==> src/common/fieldbus_sup_pkg.sv <==
// Constants, modes and carriers of the fieldbus supervisor.
// Assumes one 50 MHz clock and a 32-bit APB port.
package fieldbus_sup_pkg;

    localparam int CLK_HZ         = 50_000_000;
    localparam int CLK_MHZ        = CLK_HZ / 1_000_000;

    // Times and their cycle counts.
    localparam int FDET_TIME_US   = 200;
    localparam int FDET_CYC       = FDET_TIME_US * CLK_MHZ;
    localparam int FDET_SPLIT_MHZ = 12;
    localparam int FDET_EDGE_THR  = FDET_TIME_US * FDET_SPLIT_MHZ;
    localparam int WDOG_TIME_US   = 20;
    localparam int WDOG_CYC       = WDOG_TIME_US * CLK_MHZ;
    localparam int OT_TIME_S      = 2;
    localparam int OT_CYC         = OT_TIME_S * CLK_HZ;
    localparam int BIT_TIME_NS    = 6000;
    localparam int CLK_PERIOD_NS  = 1_000_000_000 / CLK_HZ;
    localparam int HALF_BIT_CYC   = BIT_TIME_NS / 2 / CLK_PERIOD_NS;

    localparam int FDET_W = $clog2(FDET_CYC + 1);
    localparam int OT_W   = $clog2(OT_CYC + 1);
    localparam int WDOG_W = $clog2(WDOG_CYC + 1);
    localparam int HALF_W = $clog2(HALF_BIT_CYC + 1);
    localparam int TELE_W = 14;
    localparam int FRAME_BITS = 7;

    // Register byte offsets.
    localparam logic [7:0] OFS_CTRL   = 8'h00;
    localparam logic [7:0] OFS_RESP   = 8'h04;
    localparam logic [7:0] OFS_STATUS = 8'h08;
    localparam logic [7:0] OFS_RXDATA = 8'h0C;
    localparam logic [7:0] OFS_PARAM  = 8'h10;

    // Control fields.
    localparam int CTRL_MASTER   = 0;
    localparam int CTRL_REPEATER = 1;
    localparam int CTRL_REINIT   = 2;
    localparam logic CTRL_MASTER_RST   = 1'b0;
    localparam logic CTRL_REPEATER_RST = 1'b0;

    // Status fields.
    localparam int ST_MODE     = 0;
    localparam int ST_CLK16    = 2;
    localparam int ST_LOCK     = 3;
    localparam int ST_SHUTDOWN = 4;
    localparam int ST_WDOG     = 5;
    localparam int ST_BUSY     = 6;
    localparam int ST_MFI      = 7;
    localparam int ST_THR      = 8;

    // Telegram opcode field and codes.
    localparam int OP_MSB = 13;
    localparam int OP_LSB = 12;
    localparam logic [1:0] OP_DATA = 2'h0;
    localparam logic [1:0] OP_NVWR = 2'h1;

    typedef enum logic [1:0] {
        MODE_SLAVE,
        MODE_MASTER,
        MODE_REPEATER,
        MODE_MONITOR
    } op_mode_e;

    typedef enum logic [1:0] {
        MSM_IDLE,
        MSM_DECODE,
        MSM_RESPOND,
        MSM_WAIT_TX
    } msm_state_e;

    typedef struct packed {
        logic              done;
        logic              ok;
        logic              from_master;
        logic [TELE_W-1:0] data;
    } telegram_s;

endpackage

==> src/hdl/fieldbus_mode_clock_supervisor.sv <==
// Mode select, clock supervision, shutdown latch, telegram flow.
// Decoder and front ends share pclk; pins are synchronised here.
// presetn is the power-on reset.
//
// Functional notes
// - Flags 00 slave, 10 master, 11 repeater, 01 monitor.
// - Flags reloaded at each initialization only.
// - Start at 16 MHz; after 200 us keep or go to 8 MHz.
// - Frequency detection frozen after first good telegram.
// - Only power-on reset unfreezes it.
// - Over 20 us without oscillation forces device reset.
// - Watchdog reset holds until oscillation returns.
// - Overheat over 2 s: inductor off, reset, analog power-down.
// - Shutdown latched until supply cycling.
// - Output short to ground shuts down likewise.
// - NV writes and I/O only in slave mode.
// - Slave strobes only after correct telegrams.
// - State machine decodes, acts, returns response by register.
// - Response sent as Manchester-II stream.
// - Thresholds at half the first pulse amplitude.
// - Master strobes once per good slave response.
// - Monitor strobes master and slave telegrams separately.
// - Addressing pin is telegram input in slave, transmitter in master.
// - Multi-function pin digital in slave, power-fail analog in master.
// - Repeater and monitor: master variants, own parameter port.
//
// Chosen here: the placing of the registers and the APB interface to the registers.
`timescale 1ns/1ns
module fieldbus_mode_clock_supervisor #(
    parameter int FDET_CYC_P = fieldbus_sup_pkg::FDET_CYC,
    parameter int OT_CYC_P   = fieldbus_sup_pkg::OT_CYC
) (
    input  wire logic                        pclk,
    input  wire logic                        presetn,
    input  wire logic                        psel,
    input  wire logic                        penable,
    input  wire logic                        pwrite,
    input  wire logic [7:0]                  paddr,
    input  wire logic [31:0]                 pwdata,
    output logic                             pready,
    output logic [31:0]                      prdata,
    output logic                             pslverr,
    input  wire logic                        osc_activity,
    input  wire logic                        overtemp,
    input  wire logic                        regulated_out_short,
    input  wire logic                        addr_channel_in,
    input  wire logic                        multi_function_in,
    input  wire fieldbus_sup_pkg::telegram_s telegram,
    input  wire logic                        first_pulse_valid,
    input  wire logic [2:0]                  first_pulse_code,
    output logic [2:0]                       comp_threshold,
    output logic                             rx_strobe_a,
    output logic                             rx_strobe_b,
    output logic                             rx_from_addr_channel,
    output logic                             tx_out,
    output logic                             tx_en,
    output logic [3:0]                       param_out,
    output logic [3:0]                       io_out,
    output logic                             nv_write,
    output logic                             clk_sel_16mhz,
    output logic                             device_reset,
    output logic                             inductor_en,
    output logic                             analog_power_down,
    output logic                             fid_analog_en
);

    localparam int NSYNC = 5;
    localparam int SY_OSC = 0;
    localparam int SY_OT  = 1;
    localparam int SY_SC  = 2;
    localparam int SY_ADR = 3;
    localparam int SY_MFI = 4;

    typedef struct packed {
        logic [NSYNC-1:0]                    s1;
        logic [NSYNC-1:0]                    s2;
        logic                                osc_prev;
        logic [fieldbus_sup_pkg::WDOG_W-1:0] wdog_cnt;
        logic                                wdog_rst;
        logic [fieldbus_sup_pkg::OT_W-1:0]   ot_cnt;
        logic                                shutdown;
        logic [fieldbus_sup_pkg::FDET_W-1:0] fdet_cnt;
        logic [fieldbus_sup_pkg::FDET_W-1:0] edge_cnt;
        logic                                clk16;
        logic                                locked;
        logic                                nv_master;
        logic                                nv_repeater;
        fieldbus_sup_pkg::op_mode_e          mode;
        logic                                reinit;
        logic                                dev_rst;
        logic [2:0]                          thr;
        fieldbus_sup_pkg::msm_state_e        msm;
        logic [fieldbus_sup_pkg::TELE_W-1:0] rxdata;
        logic [3:0]                          resp;
        logic [3:0]                          io;
        logic                                nv_wr;
        logic                                stb_a;
        logic                                stb_b;
        logic [3:0]                          param;
        logic                                enc_busy;
        logic                                enc_start;
        logic [2:0]                          enc_bit;
        logic                                enc_half;
        logic [fieldbus_sup_pkg::HALF_W-1:0] enc_cnt;
        logic [fieldbus_sup_pkg::FRAME_BITS-1:0] enc_sh;
        logic                                tx;
        logic                                tx_en;
        logic [31:0]                         rdata;
        logic                                slverr;
    } state_s;

    state_s st_r;
    state_s st_nxt;

    logic       osc_edge;
    logic       ok_evt;
    logic       slave;
    logic       apb_setup;
    logic       apb_wr;
    logic [1:0] flags;

    function automatic fieldbus_sup_pkg::op_mode_e decode_mode(input logic [1:0] f);
        case (f)
            2'b00:   decode_mode = fieldbus_sup_pkg::MODE_SLAVE;
            2'b10:   decode_mode = fieldbus_sup_pkg::MODE_MASTER;
            2'b11:   decode_mode = fieldbus_sup_pkg::MODE_REPEATER;
            default: decode_mode = fieldbus_sup_pkg::MODE_MONITOR;
        endcase
    endfunction

    always_comb begin
        st_nxt    = st_r;
        osc_edge  = st_r.s2[SY_OSC] & ~st_r.osc_prev;
        slave     = (st_r.mode == fieldbus_sup_pkg::MODE_SLAVE);
        ok_evt    = telegram.done & telegram.ok & ~st_r.dev_rst;
        apb_setup = psel & ~penable;
        apb_wr    = psel & penable & pwrite;
        flags     = {st_r.nv_master, st_r.nv_repeater};

        // Pin synchronisers.
        st_nxt.s1 = {multi_function_in, addr_channel_in, regulated_out_short,
                     overtemp, osc_activity};
        st_nxt.s2 = st_r.s1;
        st_nxt.osc_prev = st_r.s2[SY_OSC];

        // Watchdog holds reset until an oscillator edge returns.
        if (osc_edge) begin
            st_nxt.wdog_cnt = '0;
            st_nxt.wdog_rst = 1'b0;
        end else if (st_r.wdog_cnt >= fieldbus_sup_pkg::WDOG_W'(fieldbus_sup_pkg::WDOG_CYC)) begin
            st_nxt.wdog_rst = 1'b1;
        end else begin
            st_nxt.wdog_cnt = st_r.wdog_cnt + 1'b1;
        end

        // Overheat or short, filtered, latched until power-on.
        if (st_r.s2[SY_OT] | st_r.s2[SY_SC]) begin
            if (st_r.ot_cnt >= fieldbus_sup_pkg::OT_W'(OT_CYC_P)) begin
                st_nxt.shutdown = 1'b1;
            end else begin
                st_nxt.ot_cnt = st_r.ot_cnt + 1'b1;
            end
        end else begin
            st_nxt.ot_cnt = '0;
        end

        // Frequency detection in repeated windows until locked.
        if (!st_r.locked) begin
            if (st_r.fdet_cnt >= fieldbus_sup_pkg::FDET_W'(FDET_CYC_P - 1)) begin
                st_nxt.fdet_cnt = '0;
                st_nxt.edge_cnt = '0;
                st_nxt.clk16 = (st_r.edge_cnt >=
                    fieldbus_sup_pkg::FDET_W'(fieldbus_sup_pkg::FDET_EDGE_THR));
            end else begin
                st_nxt.fdet_cnt = st_r.fdet_cnt + 1'b1;
                if (osc_edge) begin
                    st_nxt.edge_cnt = st_r.edge_cnt + 1'b1;
                end
            end
        end
        if (ok_evt) begin
            st_nxt.locked = 1'b1;
        end

        // Device reset reloads the mode from the flags.
        st_nxt.reinit  = 1'b0;
        st_nxt.dev_rst = st_r.wdog_rst | st_r.shutdown | st_r.reinit;
        if (st_r.dev_rst) begin
            st_nxt.mode = decode_mode(flags);
        end

        // Threshold at half the first-pulse amplitude.
        if (first_pulse_valid) begin
            st_nxt.thr = first_pulse_code >> 1;
        end

        // Receive strobes per mode, one cycle each.
        st_nxt.stb_a = 1'b0;
        st_nxt.stb_b = 1'b0;
        case (st_r.mode)
            fieldbus_sup_pkg::MODE_SLAVE:
                st_nxt.stb_a = ok_evt & telegram.from_master;
            fieldbus_sup_pkg::MODE_MONITOR: begin
                st_nxt.stb_a = ok_evt & telegram.from_master;
                st_nxt.stb_b = ok_evt & ~telegram.from_master;
            end
            default:
                st_nxt.stb_a = ok_evt & ~telegram.from_master;
        endcase

        // Main state machine, active in slave mode only.
        st_nxt.nv_wr     = 1'b0;
        st_nxt.enc_start = 1'b0;
        case (st_r.msm)
            fieldbus_sup_pkg::MSM_IDLE:
                if (slave && ok_evt && telegram.from_master) begin
                    st_nxt.rxdata = telegram.data;
                    st_nxt.msm    = fieldbus_sup_pkg::MSM_DECODE;
                end
            fieldbus_sup_pkg::MSM_DECODE: begin
                case (st_r.rxdata[fieldbus_sup_pkg::OP_MSB:fieldbus_sup_pkg::OP_LSB])
                    fieldbus_sup_pkg::OP_DATA:
                        st_nxt.io = st_r.rxdata[3:0];
                    fieldbus_sup_pkg::OP_NVWR: begin
                        st_nxt.nv_master   = st_r.rxdata[0];
                        st_nxt.nv_repeater = st_r.rxdata[1];
                        st_nxt.nv_wr       = 1'b1;
                    end
                    default: ;
                endcase
                st_nxt.msm = fieldbus_sup_pkg::MSM_RESPOND;
            end
            fieldbus_sup_pkg::MSM_RESPOND: begin
                st_nxt.enc_start = 1'b1;
                st_nxt.msm       = fieldbus_sup_pkg::MSM_WAIT_TX;
            end
            fieldbus_sup_pkg::MSM_WAIT_TX:
                if (!st_r.enc_busy && !st_r.enc_start) begin
                    st_nxt.msm = fieldbus_sup_pkg::MSM_IDLE;
                end
            default:
                st_nxt.msm = fieldbus_sup_pkg::MSM_IDLE;
        endcase

        // Manchester-II response encoder: start 0, four data, parity, stop 1.
        if (st_r.enc_start) begin
            st_nxt.enc_busy = 1'b1;
            st_nxt.enc_sh   = {1'b1, ^st_r.resp, st_r.resp, 1'b0};
            st_nxt.enc_bit  = '0;
            st_nxt.enc_half = 1'b0;
            st_nxt.enc_cnt  = '0;
        end else if (st_r.enc_busy) begin
            if (st_r.enc_cnt >=
                fieldbus_sup_pkg::HALF_W'(fieldbus_sup_pkg::HALF_BIT_CYC - 1)) begin
                st_nxt.enc_cnt  = '0;
                st_nxt.enc_half = ~st_r.enc_half;
                if (st_r.enc_half) begin
                    st_nxt.enc_sh = st_r.enc_sh >> 1;
                    if (st_r.enc_bit == 3'(fieldbus_sup_pkg::FRAME_BITS - 1)) begin
                        st_nxt.enc_busy = 1'b0;
                    end else begin
                        st_nxt.enc_bit = st_r.enc_bit + 1'b1;
                    end
                end
            end else begin
                st_nxt.enc_cnt = st_r.enc_cnt + 1'b1;
            end
        end

        // Transmit source: encoder in slave, addressing pin otherwise.
        if (slave) begin
            st_nxt.tx    = st_nxt.enc_busy & (st_nxt.enc_half ~^ st_nxt.enc_sh[0]);
            st_nxt.tx_en = st_nxt.enc_busy;
        end else begin
            st_nxt.tx    = st_r.s2[SY_ADR];
            st_nxt.tx_en = 1'b1;
        end

        // Parameter port content per mode.
        case (st_r.mode)
            fieldbus_sup_pkg::MODE_SLAVE:    st_nxt.param = st_r.param;
            fieldbus_sup_pkg::MODE_MASTER:   st_nxt.param = 4'h0;
            fieldbus_sup_pkg::MODE_REPEATER: st_nxt.param = {2'b00, st_r.tx_en, st_nxt.stb_a};
            default: st_nxt.param = {2'b00, st_nxt.stb_b, st_nxt.stb_a};
        endcase

        // APB: zero-wait slave, read data prepared in the setup cycle.
        if (apb_setup) begin
            st_nxt.rdata  = 32'h0000_0000;
            st_nxt.slverr = 1'b0;
            case (paddr)
                fieldbus_sup_pkg::OFS_CTRL: begin
                    st_nxt.rdata[fieldbus_sup_pkg::CTRL_MASTER]   = st_r.nv_master;
                    st_nxt.rdata[fieldbus_sup_pkg::CTRL_REPEATER] = st_r.nv_repeater;
                end
                fieldbus_sup_pkg::OFS_RESP:   st_nxt.rdata[3:0] = st_r.resp;
                fieldbus_sup_pkg::OFS_STATUS: begin
                    st_nxt.rdata[fieldbus_sup_pkg::ST_MODE +: 2]  = st_r.mode;
                    st_nxt.rdata[fieldbus_sup_pkg::ST_CLK16]      = st_r.clk16;
                    st_nxt.rdata[fieldbus_sup_pkg::ST_LOCK]       = st_r.locked;
                    st_nxt.rdata[fieldbus_sup_pkg::ST_SHUTDOWN]   = st_r.shutdown;
                    st_nxt.rdata[fieldbus_sup_pkg::ST_WDOG]       = st_r.wdog_rst;
                    st_nxt.rdata[fieldbus_sup_pkg::ST_BUSY]       =
                        (st_r.msm != fieldbus_sup_pkg::MSM_IDLE);
                    st_nxt.rdata[fieldbus_sup_pkg::ST_MFI]        = slave & st_r.s2[SY_MFI];
                    st_nxt.rdata[fieldbus_sup_pkg::ST_THR +: 3]   = st_r.thr;
                end
                fieldbus_sup_pkg::OFS_RXDATA:
                    st_nxt.rdata[fieldbus_sup_pkg::TELE_W-1:0] = st_r.rxdata;
                fieldbus_sup_pkg::OFS_PARAM:  st_nxt.rdata[3:0] = st_r.param;
                default: st_nxt.slverr = 1'b1;
            endcase
        end
        if (apb_wr) begin
            case (paddr)
                fieldbus_sup_pkg::OFS_CTRL: begin
                    if (slave) begin
                        st_nxt.nv_master   = pwdata[fieldbus_sup_pkg::CTRL_MASTER];
                        st_nxt.nv_repeater = pwdata[fieldbus_sup_pkg::CTRL_REPEATER];
                    end
                    st_nxt.reinit = pwdata[fieldbus_sup_pkg::CTRL_REINIT];
                end
                fieldbus_sup_pkg::OFS_RESP:  st_nxt.resp = pwdata[3:0];
                fieldbus_sup_pkg::OFS_PARAM:
                    if (slave) begin
                        st_nxt.param = pwdata[3:0];
                    end
                default: ;
            endcase
        end

        // Device reset idles the logic but keeps the frequency lock.
        if (st_r.dev_rst) begin
            st_nxt.msm      = fieldbus_sup_pkg::MSM_IDLE;
            st_nxt.enc_busy = 1'b0;
            st_nxt.tx       = 1'b0;
            st_nxt.tx_en    = 1'b0;
            st_nxt.io       = 4'h0;
            st_nxt.param    = 4'h0;
        end
    end

    always_ff @(posedge pclk or negedge presetn) begin
        if (!presetn) begin
            st_r             <= '0;
            st_r.clk16       <= 1'b1;
            st_r.nv_master   <= fieldbus_sup_pkg::CTRL_MASTER_RST;
            st_r.nv_repeater <= fieldbus_sup_pkg::CTRL_REPEATER_RST;
            st_r.dev_rst     <= 1'b1;
            st_r.mode        <= fieldbus_sup_pkg::MODE_SLAVE;
            st_r.msm         <= fieldbus_sup_pkg::MSM_IDLE;
        end else begin
            st_r <= st_nxt;
        end
    end

    assign pready = 1'b1;
    assign prdata = st_r.rdata;
    assign pslverr = st_r.slverr;
    assign comp_threshold = st_r.thr;
    assign rx_strobe_a = st_r.stb_a;
    assign rx_strobe_b = st_r.stb_b;
    assign rx_from_addr_channel = (st_r.mode == fieldbus_sup_pkg::MODE_SLAVE);
    assign tx_out = st_r.tx;
    assign tx_en = st_r.tx_en;
    assign param_out = st_r.param;
    assign io_out = st_r.io;
    assign nv_write = st_r.nv_wr;
    assign clk_sel_16mhz = st_r.clk16;
    assign device_reset = st_r.dev_rst;
    assign inductor_en = ~st_r.shutdown;
    assign analog_power_down = st_r.shutdown;
    assign fid_analog_en = (st_r.mode != fieldbus_sup_pkg::MODE_SLAVE);

endmodule

==> config.mk <==
export PLATFORM = sky130hd
export DESIGN_NAME = fieldbus_mode_clock_supervisor
export DESIGN_NICKNAME = d
export VERILOG_FILES = /design/src/common/fieldbus_sup_pkg.sv /design/src/hdl/fieldbus_mode_clock_supervisor.sv
export SDC_FILE = /design/constraint.sdc
export NUM_CORES = 1
export LEC_CHECK = 0
export BUFFER_PORTS_ARGS = -buffer_cell sky130_fd_sc_hd__buf_2
export CAP_MARGIN = 30
export CORE_UTILIZATION = 40
export CTS_CLUSTER_DIAMETER = 150
export DETAILED_ROUTE_END_ITERATION = 8
export SLEW_MARGIN = 5
export SYNTH_ARGS = -nofsm -noshare
export SYNTH_HDL_FRONTEND = slang
export SYNTH_SLANG_ARGS = --single-unit
==> constraint.sdc <==
create_clock -name pclk -period 6.5 [get_ports pclk]
set_clock_uncertainty 0.15 [all_clocks]
set_input_delay 1.95 -clock pclk [delete_from_list [all_inputs] [get_ports pclk]]
set_output_delay 1.95 -clock pclk [all_outputs]
set_load 0.03 [all_outputs]
=== Word-level counts from Yosys, hierarchy flattened ===
Index checks and enable logic that the tools add are counted.

* Output and inout bits: 56
* Logic and storage cells: 169
* Register bits after elaboration: 157
* Input port bits: 71

* Multiplexer cells: 51
* Reduce and logical (&&, ||, !) cells: 31
* Eq/ne operators: 19
* Add/sub/neg operators: 6
* Magnitude comparators: 5
* Bitwise logic cells: 21

{| class="wikitable"
|+ Operator list
! kind !! count
|-
| 2-to-1 mux 27 bit || 2
|-
| 2-to-1 mux 19 bit || 2
|-
| adder 14 x 1 -> 14 bit (second input constant) || 2
|-
| 2-to-1 mux 28 bit || 1
|-
| adder 27 x 1 -> 27 bit (second input constant) || 1
|-
| >= comparator 27 bit (second input constant) || 1
|-
| 2-to-1 mux 4 bit || 6
|-
| 2-to-1 mux 2 bit || 9
|-
| nonzero test 2 bit || 9
|-
| == test 8 x 4 -> 1 bit (second input constant) || 2
|-
| 2-to-1 mux 16 bit || 1
|-
| one-hot mux 2 bit (4 select lines) || 2
|-
| >= comparator 14 x 12 -> 1 bit (second input constant) || 1
|-
| >= comparator 14 bit (second input constant) || 1
|-
| 2-to-1 mux 14 bit || 1
|-
| 2-to-1 mux 7 bit || 2
|-
| one-hot mux 7 bit (2 select lines) || 1
|-
| AND reduction 2 bit || 7
|-
| 2-to-1 mux 1 bit || 13
|-
| == test 2 bit (second input constant) || 6
|-
| one-hot mux 4 bit (3 select lines) || 1
|-
| 2-to-1 mux 11 bit || 1
|-
| adder 10 x 1 -> 10 bit (second input constant) || 1
|-
| AND 1 bit || 10
|-
| other kinds (28) || 50
|}

=== Logic depth before layout (Yosys ltp) ===
Gate-level depths: netlist of the first run.

* Word-level depth: 10
* Depth in mapped cells: 9
* Mapped depth without buffers: 8

=== Worst setup path after synthesis of the first run ===
Ideal clock, no wire load.

* Kind: in2reg
* From: input port paddr[2]
* To: register st_r, in the netlist param_out[0]
* Setup time: 0.094 ns
* Data arrival time: 3.182 ns
* Setup slack: 3.074 ns
* Required time: 6.256 ns
* Cell stages on the path: 6
* Buffers on the path: 1
* Cells stage by stage: clkbuf_1 > nor2_2 > nand2_1 > nor3_1 > o21ai_0 > a211oi_1

{| class="wikitable"
|+ RTL lines
! what !! RTL line !! RTL
|-
| from (decl) || fieldbus_mode_clock_supervisor.sv:38 || <nowiki>input wire logic [7:0] paddr,</nowiki>
|-
| to (signal assigned) || fieldbus_mode_clock_supervisor.sv:353 || <nowiki>st_r <= st_nxt;</nowiki>
|-
| to (decl) || fieldbus_mode_clock_supervisor.sv:112 || <nowiki>state_s st_r;</nowiki>
|}

=== Worst setup path after layout of the first run ===
* From: register st_r[92] (netlist name)
* To: output port fid_analog_en

* Longest elaborated chain between the ends: 1

{| class="wikitable"
|+ RTL lines
! what !! RTL line !! RTL
|-
| nonzero test 2 bit || fieldbus_mode_clock_supervisor.sv:373 || <nowiki>assign fid_analog_en = (st_r.mode != fieldbus_sup_pkg::MODE_SLAVE);</nowiki>
|-
| to (decl) || fieldbus_mode_clock_supervisor.sv:64 || <nowiki>output logic fid_analog_en</nowiki>
|}

No other way between the ends.

==> reports/qor.yml, run 1 <==
numCtsBuffers: 17
global_route.usage.total_pct: 16.6
synth_area_in_compound_gates_pct: 9.38
dpl_cell_area_sq_um: 8160
rows: 50
grt_pass1_vias: 5090
layout-drive-gt1-share_pct: 17.6
synth-async-reset-ratio_pct: 100
instances_no_fill: 1106
clkTransAtPathRegs_ns: 0.07
cts_tree: "done"
gpl.final_weighted_congestion: 0.777
power_report.internal_total_mw: 1.87
fill_cells: 1838
cts.htree.levels: 4
dominantRegCellSynth: "sky130_fd_sc_hd__dfrtp_1"
endpoint_kind: "output pin"
combinationalPowerShare_pct: 15.3
multiInputGateArea_sq_um: 3390
core_box_area_sq_um: 18900
timing.setup.critical_path_class: "flop to output pin"
first_iter_violations: 258
yosys.area_share.adder_pct: 3.70
start_util_pct: 41.1
grt_antenna_before_repair: 0
synth-edff-count: 0
worstPathRequired_ns: 4.40
finish.instance_area_sq_um: 8780
clk_path_buf_depth: 2
cap_violations: 0
ys_ff_latch: 157
flow.area_growth_from_synthesis_pct: 13.0
critical_path.max_fanout: 11
synthesis.area_per_instance_sq_um: 9.95
floorplan.io_pins: 127
die_width_um: 141
cts_hold_buf: 0
synthMuxAreaShare_pct: 5.23
p_sw_mw: 0.768
combinational_family_with_the_most_area_after_synthesis: "simple AND/OR/NAND/NOR gates"
fin_nets: 927
post_cts_setup_bufs: 0
grt_remaining_overflow: 0
cts.root.buffer_cell: "sky130_fd_sc_hd__clkbuf_16"
antenna-diode-count: 0
synthXorXnorAreaFrac_pct: 5.97
worst_skew_pair.late_latency_ns: 0.43
status: "complete, no violations"
postcts_resize_cnt: 0
period_needed_ns: 3.98
register_area_sq_um: 3930
ys_warn_count: 0
leakage_dissipation_nw: 4.10
ant_nets: 0
grt_first_pass_wirelength_um: 26000
max_slew_margin_pct: 39.8
synthCells: 781
cp.arrival_ns: 1.88
max_clock_freq_ghz: 0.251
synth_cell_types: 60
power-per-cell-area_nw_per_um2: 300
detail_route.drc_violations: 0
post_synth_instance_area_sq_um: 7770
vias: 5461
power.ir.vdd_worst_mv: 0.195
final_min_period_over_clock_period_pct: 61.2
drt_pre_antenna_iters: 6
clock_power_share_pct: 38.1
worst_setup_path_start_kind: "flop"
numPortBuffers: 77
hp-class: "flop to flop"
place_inst: 1073
seq_power_share_pct: 46.6
portion_of_the_post_synthesis_area_used_by_sequential_elements_pct: 50.6
power_mw: 2.63
numClockSinks: 157
grt_max_degree: 74
synth-simple-area-share_pct: 18.4
worstMarginPinSlew_ns: 0.903
routed_wirelength_um: 15500
slew_viol_final: 0
netSwitchingFraction_pct: 29.2
fin_worst_hold_slack_ns: 0.197
die-area_sq_um: 20000
vias_per_cell: 4.94
totalNegativeSetupSlack_ns: 0
rsz_0062_raised_after_global_routing: "false"
final_hold_viol_count: 0
die_h_um: 141
finalSetupViolations: 0
routed_wire_length_per_instance_um: 14.0
detailedPlacementHpwl_um: 10700
-- per-layer routing --
layer / GRT usage, % / vias to the layer above / part of all wire (%)
met5: 0 / - / 0
met4: 5.77 / 0 / 1.1
met3: 3.88 / 12 / 3.7
met2: 26.1 / 99 / 46
met1: 22.6 / 2621 / 49
li1: - / 2729 / -
-- critical path: stages, from the launching register on --
cell and delay, ns:
sky130_fd_sc_hd__dfrtp_1 0.43, sky130_fd_sc_hd__inv_1 0.12, sky130_fd_sc_hd__ha_1 0.54, sky130_fd_sc_hd__inv_1 0.15
sky130_fd_sc_hd__buf_2 0.21
-- worst paths after layout --
check	start	slack [ns]	end	cells past startpoint
hold / removal	st_nxt[167]$_DFF_PN0_	0.20	st_r[167]$_DFF_PN0_	0
setup reg to reg	st_r[92]$_DFFE_PN0P_	3.78	st_r[80]$_DFFE_PN0P_	6
setup / recovery	st_r[92]$_DFFE_PN0P_	2.52	fid_analog_en	4
max in group asynchronous	presetn	3.74	st_r[114]$_DFFE_PN0N_	2
min in group asynchronous	presetn	1.40	st_nxt[169]$_DFF_PN0_	1
hold reg to reg	st_nxt[167]$_DFF_PN0_	0.20	st_r[167]$_DFF_PN0_	0
-- power by group through the flow --
stage	Combinational [mW]	Sequential, mW	Clock (mW)
after detailed placement	0.408	1.24	0
after global routing	0.463	1.25	1.07
after floorplan	0.343	1.20	0
final	0.404	1.23	1.00
after global placement	0.400	1.24	0
after CTS	0.411	1.23	1.03
-- registers in the layout, summed over array words and instances, names as in the netlist, 2 cells and up --
signal	flops
comp_threshold	2
flags	2
io_out	4
param_out	4
prdata	14
st_nxt	6
st_r	116
-- kinds of logic after synthesis --
group                    after synthesis
AO/OA/AOI/OAI                        116
XOR/XNOR                              53
adder cells (fa/ha/maj)               23
buffers and inverters                 91
flip-flops                           157
multiplexers                          38
other                                  2
AND/OR/NAND/NOR                      301
-- cell usage after synthesis, drive strengths merged, types with 3 or more instances --
library cell	number	share of area [%]
nand3b	3	0.29
mux2	21	3.0
a22oi	8	0.77
nor2b	8	0.64
ha	23	3.7
nor2	103	5.0
xnor2	21	2.4
and3	7	0.56
and4	5	0.56
nor4	5	0.40
clkbuf	17	0.82
buf	50	4.7
inv	24	1.2
o21ai	47	3.0
nand2	74	3.6
a211oi	5	0.48
or2	3	0.24
dfrtp	155	50
nand4	22	1.8
xor2	32	3.6
nand2b	6	0.48
a31oi	5	0.48
mux2i	17	2.2
nand3	28	1.8
a22o	3	0.34
nor3	16	1.1
a21oi	25	1.6
nor3b	5	0.48
or3	9	0.72
-- layout make-up --
class | count | share of cell area (%)
Timing Repair Buffer | 82 | 4.97
Clock inverter | 12 | 1.55
Inverter | 24 | 1.03
Multi-Input combinational cell | 551 | 38.7
Clock buffer | 20 | 5.31
Tap cell | 260 | 3.70
Sequential cell | 157 | 44.8
-- stage by stage --
| stage | utilization [%] | worst slack, ns |
|---|---|---|
| after floorplan | - | 3.07 |
| after global placement | 43.2 | 2.63 |
| after detailed placement | 43.2 | 2.60 |
| after CTS | 46.4 | 2.52 |
| after global routing | 46.5 | 2.43 |
| final | 46.5 | 2.52 |
-- cell usage in the layout (no fill, tap or decap), types with 15 or more instances in the layout --
cell type                   count
sky130_fd_sc_hd__a21oi_1       25
sky130_fd_sc_hd__dfrtp_1      155
sky130_fd_sc_hd__nand3_1       28
sky130_fd_sc_hd__mux2_2        21
sky130_fd_sc_hd__mux2i_1       17
sky130_fd_sc_hd__buf_2         76
sky130_fd_sc_hd__conb_1        20
sky130_fd_sc_hd__nand2_1       74
sky130_fd_sc_hd__o21ai_0       46
sky130_fd_sc_hd__nor2_1       101
sky130_fd_sc_hd__nor3_1        15
sky130_fd_sc_hd__nand4_1       22
sky130_fd_sc_hd__xor2_1        32
sky130_fd_sc_hd__inv_1         24
sky130_fd_sc_hd__ha_1          23
sky130_fd_sc_hd__xnor2_1       21
sky130_fd_sc_hd__clkbuf_16     17
Note: power is estimated with default switching activity, not from simulation.
==> run 2, diff against run 1 <==
clock period = 3.3 ns   (was 6.5 ns; I/O delays follow)
==> reports/qor.yml, run 2 (synthesis gave the netlist of run 1 again) <==
status: "complete, no violations"
timing.critical_path.cells: "inv_1 > ha_1 > buf_4 > inv_1 > buf_2"
vias: 5523
grt_remaining_overflow: 0
detail_route.drc_violations: 0
power-per-cell-area_nw_per_um2: 586
global_route.usage.total_pct: 17.1
timing.setup.critical_path_class: "flop to output pin"
clk_path_buf_depth: 2
finish.instance_area_sq_um: 8830
met3_usage_pct: 3.78
critical_path.max_fanout: 10
power.ir.vdd_worst_mv: 0.426
cts_hold_buf: 0
slew_viol_final: 0
die-area_sq_um: 20000
worst_skew_pair.late_latency_ns: 0.43
routed_wirelength_um: 15800
cts_tree: "done"
grtUsageMet2_pct: 26.4
first_iter_violations: 281
drt_pre_antenna_iters: 4
core_box_area_sq_um: 18900
cp.arrival_ns: 1.66
antenna-diode-count: 0
grt_use_met1_pct: 23.8
cts.htree.levels: 4
registers.top_by_ff_count: "st_r"
fill_cells: 1830
grt.busiest_layer: "met2"
post_cts_setup_bufs: 0
number_of_flip_flops_under_the_largest_register_name: 116
worstPathRequired_ns: 2.16
ant_nets: 0
max_slew_margin_pct: 36.2
die_h_um: 141
cap_violations: 0
grt_first_pass_wirelength_um: 26700
grt_antenna_before_repair: 0
register_area_sq_um: 3930
crit_path_start: "st_r[92]$_DFFE_PN0P_"
numPortBuffers: 77
crit_slowest_cell: "sky130_fd_sc_hd__dfrtp_1"
timing.rr.start: "st_r[112]$_DFFE_PN0N_"
rsz_0062_raised_after_global_routing: "false"
routed_wire_length_per_instance_um: 14.2
finalSetupViolations: 0
final_hold_viol_count: 0
flow.area_growth_from_synthesis_pct: 13.6
timing.critical_path.max_delay_family: "buffers and inverters"
clkTransAtPathRegs_ns: 0.07
detailedPlacementHpwl_um: 11000
worst-path-buf-inv: 4
grt_pass1_vias: 5300
layout-drive-gt1-share_pct: 18.4
period_needed_ns: 2.80
numCtsBuffers: 17
worstMarginPinSlew_ns: 0.956
gpl.final_weighted_congestion: 0.781
vias_per_cell: 4.95
layout_common_cells: "sky130_fd_sc_hd__dfrtp_1 (155), sky130_fd_sc_hd__nor2_1 (102), sky130_fd_sc_hd__buf_2 (76)"
postcts_resize_cnt: 0
rows: 50
crit_path_frequent_cell: "sky130_fd_sc_hd__inv_1"
final_common_cell: "sky130_fd_sc_hd__dfrtp_1"
crit_path_max_incr_delay_ns: 0.42
endpoint_kind: "output pin"
final_min_period_over_clock_period_pct: 85.0
totalNegativeSetupSlack_ns: 0
grt_max_degree: 60
numClockSinks: 157
dpl_cell_area_sq_um: 8250
floorplan.io_pins: 127
hp-class: "flop to flop"
cts.root.buffer_cell: "sky130_fd_sc_hd__clkbuf_16"
start_util_pct: 41.1
die_width_um: 141
leakage_dissipation_nw: 4.13
max_clock_freq_ghz: 0.357
worst_setup_path_start_kind: "flop"
worst_hold_startpoint: "st_nxt[166]$_DFF_PN0_"
fin_nets: 936
multiInputGateArea_sq_um: 3390
## run 2: cell count changes in the layout (fill, tap and decap cells not counted)
| cell | change |
|---|---|
| sky130_fd_sc_hd__clkinvlp_4 | +1 |
| sky130_fd_sc_hd__clkbuf_8 | -3 |
| sky130_fd_sc_hd__buf_4 | +9 |
| sky130_fd_sc_hd__inv_6 | +2 |
| sky130_fd_sc_hd__buf_8 | -1 |
| sky130_fd_sc_hd__buf_12 | +1 |
| sky130_fd_sc_hd__nor2_1 | +1 |
| sky130_fd_sc_hd__nor2_2 | -1 |
## run 2: metal layers
metal	vias to the layer above	part of all wire, %	wire, um
met1	2656	49	7800
met4	0	1.0	158
li1	2757	-	-
met5	-	0	0
met2	101	45	7180
met3	9	4.1	644
## run 2: worst paths after layout
check                      cells past startpoint               endpoint  slack [ns]
max                                            5          fid_analog_en        0.50
min                                            0  st_nxt[165]$_DFF_PN0_        0.20
max reg2reg                                    7   st_r[99]$_DFFE_PN0P_        0.96
min reg2reg                                    0  st_nxt[165]$_DFF_PN0_        0.20
max in group asynchronous                      2   st_r[46]$_DFFE_PN0N_        1.93
min in group asynchronous                      1  st_nxt[169]$_DFF_PN0_        0.34
## run 2: stage by stage
stage	std cells	power [mW]	setup WS [ns]	hold slack [ns]	utilization (%)
final	1115	5.18	0.496	0.197	46.8
after global placement	1083	3.25	0.628	0.184	43.7
after CTS	1115	5.24	0.486	0.199	46.8
after floorplan	799	3.04	0.834	0.181	-
after global routing	1115	5.45	0.431	0.209	46.8
after detailed placement	1083	3.27	0.583	0.187	43.7
## run 2: power breakdown
| part | leakage, nW | switching, mW | internal, mW |
|---|---|---|---|
| clock | 0.277 | 0.832 | 1.12 |
| sequential | 2.06 | 0.226 | 2.16 |
| combinational | 1.79 | 0.490 | 0.344 |
| total | 4.13 | 1.55 | 3.63 |
## run 2: cell type report
cell class | count | area share, %
repair buffers | 91 | 5.76
clock inverters | 15 | 1.83
flip-flops and latches | 157 | 44.5
clock buffers | 17 | 4.82
multi-input cells | 551 | 38.4
well taps | 260 | 3.68
inverters | 24 | 1.02
